$ cat config.mk
export PLATFORM = sky130hd
export DESIGN_NAME = port_direction_regs
export DESIGN_NICKNAME = d
export VERILOG_FILES = /design/src/core/dir_reg.v /design/src/core/port_direction_regs.v
export VERILOG_INCLUDE_DIRS = /design/src /design/src/inc
export SDC_FILE = /design/constraint.sdc
export NUM_CORES = 1
export LEC_CHECK = 0
export BUFFER_PORTS_ARGS = -buffer_cell sky130_fd_sc_hd__buf_2
export CORE_AREA = 2 2 104 106
export DETAILED_ROUTE_END_ITERATION = 16
export DIE_AREA = 0 0 106 108
export GPL_TIMING_DRIVEN = 0
export PLACE_DENSITY = 0.74
export REMOVE_ABC_BUFFERS = 1
export SYNTH_ARGS = -nofsm -noshare
export SYNTH_HDL_FRONTEND = slang
export SYNTH_SLANG_ARGS = --single-unit
$ cat constraint.sdc
create_clock -name pclk -period 3.57 [get_ports pclk]
set_clock_uncertainty 0.15 [all_clocks]
set_input_delay 0.714 -clock pclk [delete_from_list [all_inputs] [get_ports pclk]]
set_output_delay 0.714 -clock pclk [all_outputs]
set_load 0.05 [all_outputs]
$ cat src/inc/port_dir_map.vh
// Register map and reset constants for the port direction bank.
// Assumes APB byte addresses; offsets not multiples of four are indexes.
`ifndef PORT_DIR_MAP_VH
`define PORT_DIR_MAP_VH

// Register indexes; byte address is four times the index
`define IDX_PORT1 16'hFEB0
`define IDX_PORT2 16'hFEB1
`define IDX_PORT3 16'hFEB2
`define IDX_PORT5 16'hFEB4
`define IDX_PORTA 16'hFEB9
`define IDX_PORTB 16'hFEBA
`define IDX_PORTC 16'hFEBB
`define IDX_PORTD 16'hFEBC
`define IDX_PORTE 16'hFEBD
`define IDX_PORTF 16'hFEBE
`define IDX_PORTG 16'hFEBF
// Status register index showing mode and variant
`define IDX_STATUS 16'hFEC0

// Implemented bit masks
`define MASK_FULL 8'hFF
`define MASK_PORT3 8'h3F
`define MASK_PORT5 8'h0F
`define MASK_PORTG 8'h1F

// Reset values
`define RST_ZERO 8'h00
`define RST_F_HIGH 8'h80
`define RST_G_HIGH 8'h10

// Operating mode codes
`define MODE_W 3
`define MODE_4 3'h4
`define MODE_5 3'h5
`define MODE_6 3'h6
`define MODE_7 3'h7

`endif

$ cat src/core/dir_reg.v
// One write-only direction register with per-bit mask.
// Assumes the caller supplies a one-cycle write strobe on pclk.
`include "port_dir_map.vh"
`default_nettype none
module dir_reg #(
    parameter [7:0] MASK = 8'hFF
) (
    // Clock and reset
    input wire pclk,
    input wire presetn,
    // Reset value chosen by the caller
    input wire [7:0] reset_value,
    input wire load_reset,
    // Write side
    input wire wr_en,
    input wire [7:0] wr_data,
    // Direction out
    output wire [7:0] dir
);
    reg [7:0] dir_r;

    // Async reset loads constant zero; strap value loads on the edge where load_reset is high
    always @(posedge pclk or negedge presetn)
    begin
        if (!presetn)
            dir_r <= `RST_ZERO;
        else if (load_reset)
            dir_r <= reset_value & MASK;
        else if (wr_en)
            dir_r <= wr_data & MASK;
    end

    // Unimplemented bits drive low: pin stays input
    assign dir = dir_r & MASK;
endmodule // dir_reg
`default_nettype wire

$ cat src/core/port_direction_regs.v
// APB slave holding the direction registers of all ports.
// Assumes mode and rom_present are static straps, synchronised here.
`include "port_dir_map.vh"
`default_nettype none

// Summary of operation
// - Each bit sets its pin's direction
// - Direction bits are write-only, reads return zero
// - Ports 1, 2, A, D, E reset cleared
// - Port 3 implements bits 5..0 only
// - Port 5 implements bits 3..0 only
// - Ports B and C exist with ROM only
// - F7 and G4 reset depend on mode
module port_direction_regs (
    // APB
    input wire pclk,
    input wire presetn,
    input wire psel,
    input wire penable,
    input wire pwrite,
    input wire [31:0] paddr,
    input wire [31:0] pwdata,
    output wire pready,
    output reg [31:0] prdata,
    output wire pslverr,
    // Straps
    input wire [2:0] mode,
    input wire rom_present,
    // Output driver enables, one per pin
    output wire [7:0] port1_oe,
    output wire [7:0] port2_oe,
    output wire [7:0] port3_oe,
    output wire [7:0] port5_oe,
    output wire [7:0] porta_oe,
    output wire [7:0] portb_oe,
    output wire [7:0] portc_oe,
    output wire [7:0] portd_oe,
    output wire [7:0] porte_oe,
    output wire [7:0] portf_oe,
    output wire [7:0] portg_oe
);
    localparam NREG = 11;
    // Bank slots that differ from a plain eight-bit register
    localparam SLOT_PORT3 = 2;
    localparam SLOT_PORT5 = 3;
    localparam SLOT_PORTB = 5;
    localparam SLOT_PORTC = 6;
    localparam SLOT_PORTF = 9;
    localparam SLOT_PORTG = 10;
    localparam [1:0] ST_RESET = 2'h0;
    localparam [1:0] ST_SYNC = 2'h1;
    localparam [1:0] ST_LOAD = 2'h2;
    localparam [1:0] ST_RUN = 2'h3;

    reg [2:0] mode_s1_r;
    reg [2:0] mode_s2_r;
    reg rom_s1_r;
    reg rom_s2_r;
    reg [1:0] state_r;
    reg [1:0] state_nxt;
    reg [7:0] portf_rst;
    reg [7:0] portg_rst;
    reg [31:0] prdata_nxt;
    wire load_reset;
    wire access;
    wire setup;
    wire not_ready;
    wire unmapped;
    wire no_rom;
    wire status_sel;
    wire [15:0] idx;
    wire [NREG-1:0] sel;
    wire [NREG-1:0] wr;
    wire [7:0] dir [0:NREG-1];

    // Register select from a word address
    function [NREG-1:0] decode;
        input [15:0] i;
        begin
            decode = {NREG{1'b0}};
            if (i == `IDX_PORT1)
            begin
                decode[0] = 1'b1;
            end
            else if (i == `IDX_PORT2)
            begin
                decode[1] = 1'b1;
            end
            else if (i == `IDX_PORT3)
            begin
                decode[2] = 1'b1;
            end
            else if (i == `IDX_PORT5)
            begin
                decode[3] = 1'b1;
            end
            else if (i == `IDX_PORTA)
            begin
                decode[4] = 1'b1;
            end
            else if (i == `IDX_PORTB)
            begin
                decode[5] = 1'b1;
            end
            else if (i == `IDX_PORTC)
            begin
                decode[6] = 1'b1;
            end
            else if (i == `IDX_PORTD)
            begin
                decode[7] = 1'b1;
            end
            else if (i == `IDX_PORTE)
            begin
                decode[8] = 1'b1;
            end
            else if (i == `IDX_PORTF)
            begin
                decode[9] = 1'b1;
            end
            else if (i == `IDX_PORTG)
            begin
                decode[10] = 1'b1;
            end
        end
    endfunction

    // Implemented bits per bank slot
    function [7:0] bit_mask;
        input integer slot;
        begin
            if (slot == SLOT_PORT3)
                bit_mask = `MASK_PORT3;
            else if (slot == SLOT_PORT5)
                bit_mask = `MASK_PORT5;
            else if (slot == SLOT_PORTG)
                bit_mask = `MASK_PORTG;
            else
                bit_mask = `MASK_FULL;
        end
    endfunction

    // Reset pattern per bank slot; only F and G follow the mode
    function [7:0] reset_pattern;
        input integer slot;
        input [7:0] f_val;
        input [7:0] g_val;
        begin
            if (slot == SLOT_PORTF)
                reset_pattern = f_val;
            else if (slot == SLOT_PORTG)
                reset_pattern = g_val;
            else
                reset_pattern = `RST_ZERO;
        end
    endfunction

    // Strap synchronisers; only the second stage feeds logic
    always @(posedge pclk or negedge presetn)
    begin
        if (!presetn)
        begin
            mode_s1_r <= `MODE_7;
            mode_s2_r <= `MODE_7;
        end
        else
        begin
            mode_s1_r <= mode;
            mode_s2_r <= mode_s1_r;
        end
    end

    // ROM strap resets low, so B and C stay refused until known
    always @(posedge pclk or negedge presetn)
    begin
        if (!presetn)
        begin
            rom_s1_r <= 1'b0;
            rom_s2_r <= 1'b0;
        end
        else
        begin
            rom_s1_r <= rom_present;
            rom_s2_r <= rom_s1_r;
        end
    end

    // Mode-dependent reset values, caught after release
    always @*
    begin
        portf_rst = `RST_ZERO;
        portg_rst = `RST_ZERO;
        if (mode_s2_r == `MODE_4 || mode_s2_r == `MODE_5 ||
            mode_s2_r == `MODE_6)
        begin
            portf_rst = `RST_F_HIGH;
        end
        if (mode_s2_r == `MODE_4 || mode_s2_r == `MODE_5)
        begin
            portg_rst = `RST_G_HIGH;
        end
    end

    // Two edges fill the synchronisers before the one-time load
    always @*
    begin
        state_nxt = state_r;
        case (state_r)
            ST_RESET:
            begin
                state_nxt = ST_SYNC;
            end
            ST_SYNC:
            begin
                state_nxt = ST_LOAD;
            end
            ST_LOAD:
            begin
                state_nxt = ST_RUN;
            end
            default:
            begin
                state_nxt = ST_RUN;
            end
        endcase
    end

    always @(posedge pclk or negedge presetn)
    begin
        if (!presetn)
            state_r <= ST_RESET;
        else
            state_r <= state_nxt;
    end

    assign load_reset = (state_r == ST_LOAD);

    // Zero-wait APB; accesses before straps settle are refused
    assign setup = psel & ~penable;
    assign access = psel & penable;
    assign pready = 1'b1;
    assign idx = paddr[17:2];
    assign sel = decode(idx);
    assign status_sel = (idx == `IDX_STATUS);

    // Reasons to refuse a transfer
    assign not_ready = (state_r != ST_RUN);
    assign unmapped = (sel == {NREG{1'b0}}) & ~status_sel;
    assign no_rom = (sel[SLOT_PORTB] | sel[SLOT_PORTC]) &
        ~rom_s2_r;
    assign pslverr = access & (not_ready | unmapped | no_rom);

    // Refused writes leave every register alone
    assign wr = (access & pwrite & ~pslverr) ? sel : {NREG{1'b0}};

    // Read returns only strap status; direction bits read zero
    always @*
    begin
        prdata_nxt = 32'h0000_0000;
        if (setup & ~pwrite & status_sel)
        begin
            prdata_nxt = {28'h000_0000, rom_s2_r, mode_s2_r};
        end
    end

    always @(posedge pclk or negedge presetn)
    begin
        if (!presetn)
            prdata <= 32'h0000_0000;
        else if (setup)
            prdata <= prdata_nxt;
    end

    // Register bank
    genvar g;
    generate
        for (g = 0; g < NREG; g = g + 1)
        begin : bank
            localparam [7:0] MASK = bit_mask(g);
            wire [7:0] rst_val;
            assign rst_val = reset_pattern(g, portf_rst,
                portg_rst);
            dir_reg #(.MASK(MASK)) u_reg (
                .pclk(pclk),
                .presetn(presetn),
                .reset_value(rst_val),
                .load_reset(load_reset),
                .wr_en(wr[g]),
                .wr_data(pwdata[7:0]),
                .dir(dir[g])
            );
        end
    endgenerate

    // One enables the pin driver
    assign port1_oe = dir[0];
    assign port2_oe = dir[1];
    assign port3_oe = dir[SLOT_PORT3];
    assign port5_oe = dir[SLOT_PORT5];
    assign porta_oe = dir[4];

    // Without ROM the B and C pins never drive, whatever was stored
    assign portb_oe = rom_s2_r ? dir[SLOT_PORTB] : `RST_ZERO;
    assign portc_oe = rom_s2_r ? dir[SLOT_PORTC] : `RST_ZERO;
    assign portd_oe = dir[7];
    assign porte_oe = dir[8];
    assign portf_oe = dir[9];
    assign portg_oe = dir[10];
endmodule // port_direction_regs
`default_nettype wire

Word level (Yosys, flattened, before mapping). Index checks and enable logic that the tools add are counted.

Bits in registers: 121. Latch bits: 0. Bits in writable memories: 0. Bits in read-only memories: 0. Input bits: 73. Output and inout port bits: 122. Word-level logic and storage cells: 117. Memories kept: 0.

Add/sub/neg operators: 0. $mul: 0. Div/mod/pow operators: 0. $lt $le $gt $ge: 0. Equality and inequality tests: 18. Shift operators: 0. Muxes and demuxes: 50. Bitwise logic cells: 17. Reductions and logical operators: 15.

Operator list (count): $eq A16 B16 Y1 const B (12); $mux W8 (20); $reduce_bool A2 Y1 (11); $mux W5 (4); $mux W6 (3); $mux W4 (4); $mux W1 (12); $logic_not A11 Y1 (1); $mux W11 (1); $mux W10 (1); $and A1 B1 Y1 (9); $eq A3 B3 Y1 const B (3); $mux W9 (1); $mux W7 (1); $not A1 Y1 (5); $pmux W2 S2 (1); $mux W3 (1); $or A1 B1 Y1 (3); $eq A2 B1 Y1 const B (1); $eq A2 B2 Y1 const B (1); $logic_not A2 Y1 (1); $logic_or A1 B1 Y1 (2); $mux W2 (1); $ne A2 B2 Y1 const B (1).

Logic depth before layout (Yosys ltp).
Depth in word-level cells: 22. Mapped depth: 6. Depth with buffers taken out: 4.

Cells and area by module. From an unflattened synthesis, not the netlist that was laid out.

Cell total of the unflattened synthesis: 472. Area, all modules: 4802.1 um2.

Modules (own cells, without submodules): dir_reg at bank[0].u_reg ... (times used 8, cells an instance 34, area an instance 372.9 um2, seq. area each 200.2 um2); port_direction_regs (times used 1, cells an instance 123, area an instance 1039.7 um2, seq. area each 357.8 um2); dir_reg at bank[2].u_reg (times used 1, cells an instance 29, area an instance 297.8 um2, seq. area each 150.1 um2); dir_reg at bank[10].u_reg (times used 1, cells an instance 26, area an instance 261.5 um2, seq. area each 125.1 um2); dir_reg at bank[3].u_reg (times used 1, cells an instance 22, area an instance 220.2 um2, seq. area each 100.1 um2).

Worst setup path after synthesis. OpenSTA, ideal clock, no wires.

Path type: input to output. Start point: input paddr[2]. End point: output pslverr. Arrival time: 2.080 ns. Required time: 2.706 ns. Path slack: 0.626 ns. Stages: 5. Buffers on the path: 1. Path through: clkbuf_1 o21ai_0 a21oi_1 a2111oi_0 a21oi_1.

Word-level cells in the longest chain between the ends: 17. Elaborated cells between the ends (all ways): 41. Classes of those cells: 12 x eq/ne; 21 x mux; 7 x bitwise; 1 x reduce/logical.

Ends and longest elaborated chain: start, declared (RTL line port_direction_regs.v:21) `input wire [31:0] paddr,`; $eq A16 B16 Y1 (no source line); $mux W1 (RTL line port_direction_regs.v:121) `` else if (i == `IDX_PORTG) ``; $mux W1 (RTL line port_direction_regs.v:117) `` else if (i == `IDX_PORTF) ``; $mux W2 (RTL line port_direction_regs.v:113) `` else if (i == `IDX_PORTE) ``; $mux W3 (RTL line port_direction_regs.v:109) `` else if (i == `IDX_PORTD) ``; $mux W4 (RTL line port_direction_regs.v:105) `` else if (i == `IDX_PORTC) ``; $mux W5 (RTL line port_direction_regs.v:101) `` else if (i == `IDX_PORTB) ``; $mux W6 (RTL line port_direction_regs.v:97) `` else if (i == `IDX_PORTA) ``; $mux W7 (RTL line port_direction_regs.v:93) `` else if (i == `IDX_PORT5) ``; $mux W8 (RTL line port_direction_regs.v:89) `` else if (i == `IDX_PORT3) ``; $mux W9 (RTL line port_direction_regs.v:85) `` else if (i == `IDX_PORT2) ``; $mux W10 (RTL line port_direction_regs.v:81) `` if (i == `IDX_PORT1) ``; $logic_not A11 Y1 (RTL line port_direction_regs.v:248) `assign unmapped = (sel == {NREG{1'b0}}) & ~status_sel;`; $and A1 B1 Y1 (RTL line port_direction_regs.v:248); $or A1 B1 Y1 (RTL line port_direction_regs.v:251) `assign pslverr = access & (not_ready | unmapped | no_rom);`; $or A1 B1 Y1 * (RTL line port_direction_regs.v:251); $and A1 B1 Y1 * (RTL line port_direction_regs.v:251); end, declared (RTL line port_direction_regs.v:25) `output wire pslverr,`.

Mark *: on every way between the ends. The rest lies on a longest branch, timed or not.

Final worst setup path.
Start point: input paddr[17]. End point: output pslverr.

The elaborated chain is that of the path after synthesis.

==> impl_metrics.yaml <==
run_status:
  status: "finished, final reports clean"
global_route:
  antenna_found_initial: 0
  grt_max_degree: 49
  grt_pass1_wl_um: 18500
  overflow: 0
  grtUsageTotal_pct: 21.0
  grt_pass1_vias: 3502
logic_synthesis:
  syn_avg_cell_area_um2: 9.83
  synth_seq_cells: 93
  synthCells: 458
  ys_seq_area_share_pct: 51.8
  ys_types: 37
  synth_warnings: 0
  syn_area_um2: 4500
routing:
  drt-initial-drc-count: 224
  routed_via_density: 5.32
  drc: 0
  finalWirelength_um: 11600
  wl_per_cell_um: 16.6
  ant_nets: 0
  firstDrtPassIters: 5
  vias: 3715
critical_path:
  cp_max_fo: 8
  cp-start-kind: "primary input"
  worstPathRequired_ns: 2.71
  critical_path_class: "primary input to primary output"
  worstSetupEndpointType: "primary output"
  r2r_slack_ns: 0.75
  r2r_start: "state_r[0]$_DFF_PN0_"
  arrival_ns: 2.24
  reg2reg_depth: 5
  r2r-end: "bank[0].u_reg.dir[2]$_DFFE_PN0P_"
run:
  maxCapViolCount: 0
layout:
  fin_nets: 630
  fin_area_um2: 5240
  largest_reg_flops: 64
  areaGrowthSynthToFinish_pct: 16.3
  fill_cells: 964
  drive_above_1_share_pct: 27.0
  stdcell_count: 698
  antennaDiodeCount: 0
clock_network:
  numCtsBuffers: 9
  ctsResizeCount: 0
  post_cts_buffers: 0
  ctsRootBufferMaster: "clkbuf_8"
  clk_pin_slew_worst_paths_ns: 0.10
  cts_max_path_buffers: 2
  cts_tree: "built"
  cts_max_level: 3
  holdBufCountCts: 0
  clock_latency_ns: 0.37
  cts_num_sinks: 93
timing:
  fin_crit_sh_pct: 87.1
  drv_slew: 0
  rsz0062_at_grt: "false"
  hold_slack_ns: 0.193
  slew_headroom_pct: 30.7
  tightest_slew_ns: 1.03
  hold_violations: 0
  fin_crit_ns: 3.11
  finalSetupViolCount: 0
  timing.fmax_ghz: 0.322
placed_design:
  dp_hpwl_um: 8210
  place_area_um2: 5040
  dp.cells: 682
  gp_congestion: 0.889
  io_buffer_count: 116
floorplanning:
  die_w_um: 106
  ioPinCount: 195
  core_um2: 10200
  die_h_um: 108
  die_area_um2: 11400
  rows: 37
  initial_core_util_pct: 44.0
power:
  irDropWorstVdd_mv: 0.171
  leakagePower_nw: 2.80
  power_density_nw_per_um2: 371
min_path:
  hold_path_class: "primary input to asynchronous set/reset pin"
## cell type report
| type | count | area (um2) | area share (%) |
|---|---|---|---|
| timing repair buffer | 119 | 637 | 12.2 |
| clock inverter | 7 | 66.3 | 1.27 |
| inverter | 1 | 3.75 | 0.0717 |
| multi-input combinational | 333 | 1900 | 36.3 |
| tap | 136 | 170 | 3.25 |
| sequential | 93 | 2330 | 44.6 |
| clock buffer | 9 | 124 | 2.37 |
## power breakdown
part	internal, mW	total (mW)	leakage, nW	switching, mW
combinational	0.0286	0.192	1.44	0.164
sequential	1.06	1.07	1.26	0.00561
clock	0.272	0.684	0.0982	0.413
total	1.36	1.94	2.80	0.582
## per-layer routing
layer  track usage, %  part of all wire, %  vias to the layer above
li1                 -                    -                     1722
met2             33.9                   49                      163
met1             28.9                   42                     1817
met3             3.86                  7.9                       13
met5                0                    0                        -
met4             6.67                  1.3                        0
## worst max path at each step
stage / from / end / slack [ns]
floorplan: paddr[10] / bank[5].u_reg.dir[0]$_DFFE_PN0P_ / 0.07
global placement: paddr[10] / bank[5].u_reg.dir[7]$_DFFE_PN0P_ / -0.97
detailed placement: paddr[10] / bank[0].u_reg.dir[2]$_DFFE_PN0P_ / 0.26
CTS: paddr[17] / pslverr / 0.45
global route: paddr[17] / pslverr / 0.38
finish: paddr[17] / pslverr / 0.46
## metrics by stage
stage / setup WS (ns) / setup TNS [ns] / util, % / power [mW]
4_1_cts: 0.449 / 0 / 51.2 / 1.96
2_1_floorplan: 0.0718 / 0 / - / 1.20
6_report: 0.461 / 0 / 51.2 / 1.94
5_1_grt: 0.382 / 0 / 51.2 / 2.02
3_5_place_dp: 0.258 / 0 / 49.3 / 1.28
3_3_place_gp: -0.966 / -20.32 / 48.7 / 1.27
## critical path, stage by stage
cell	delay [ns]
buf_2	0.11
nand4_4	0.18
or3_4	0.45
a2111oi_0	0.40
a21oi_1	0.15
buf_2	0.23
## placed cells by master, fill, tap and decap left out, drive strengths merged
cell / netlist / layout
nor3: 5 / 5
and2: 17 / 17
or2: 1 / 1
a22o: 4 / 4
nor2b: 4 / 4
a31oi: 1 / 1
and4: 1 / 1
dfstp: 6 / 6
nand4: 9 / 9
or3: 1 / 1
or4: 2 / 2
a2111oi: 1 / 1
nand2: 50 / 50
mux2i: 34 / 34
nor2: 2 / 2
and3: 4 / 4
or4b: 1 / 1
buf: 54 / 119
clkinv: 0 / 3
a21oi: 47 / 47
o21ai: 46 / 46
nand3: 49 / 49
nor4: 5 / 5
nand2b: 6 / 6
inv: 1 / 5
conb: 2 / 38
clkbuf: 13 / 9
dfrtp: 87 / 87
nand4b: 1 / 1
nand3b: 4 / 4
## kinds of logic after synthesis
group	Yosys count	share of synthesized area, %
compound gates	99	11.4
simple gates	162	19.8
buf+inv	68	9.20
other cells	2	0.167
mux	34	7.56
flops	93	51.8
## synth_stat cells (all sizes together)
library cell  count  share of area [%]
o21ai            46                5.1
nor2              2               0.17
or4               2               0.33
and3              4               0.56
nand4b            1               0.19
nand3b            4               0.67
dfstp             6                3.5
and4              1               0.19
a2111oi           1               0.19
nand4             9                1.7
conb              2               0.17
mux2i            34                7.6
nand3            49                5.6
or2               1               0.14
a21oi            47                5.2
a31oi             1               0.14
and2             17                2.4
inv               1              0.083
nor2b             4               0.56
a22o              4               0.78
or4b              1               0.22
nor4              5                1.3
clkbuf           13                1.1
dfrtp            87                 48
buf              54                8.0
or3               1               0.25
nor3              5               0.56
nand2b            6               0.83
nand2            50                4.2
(Power assumes the default switching activity.)
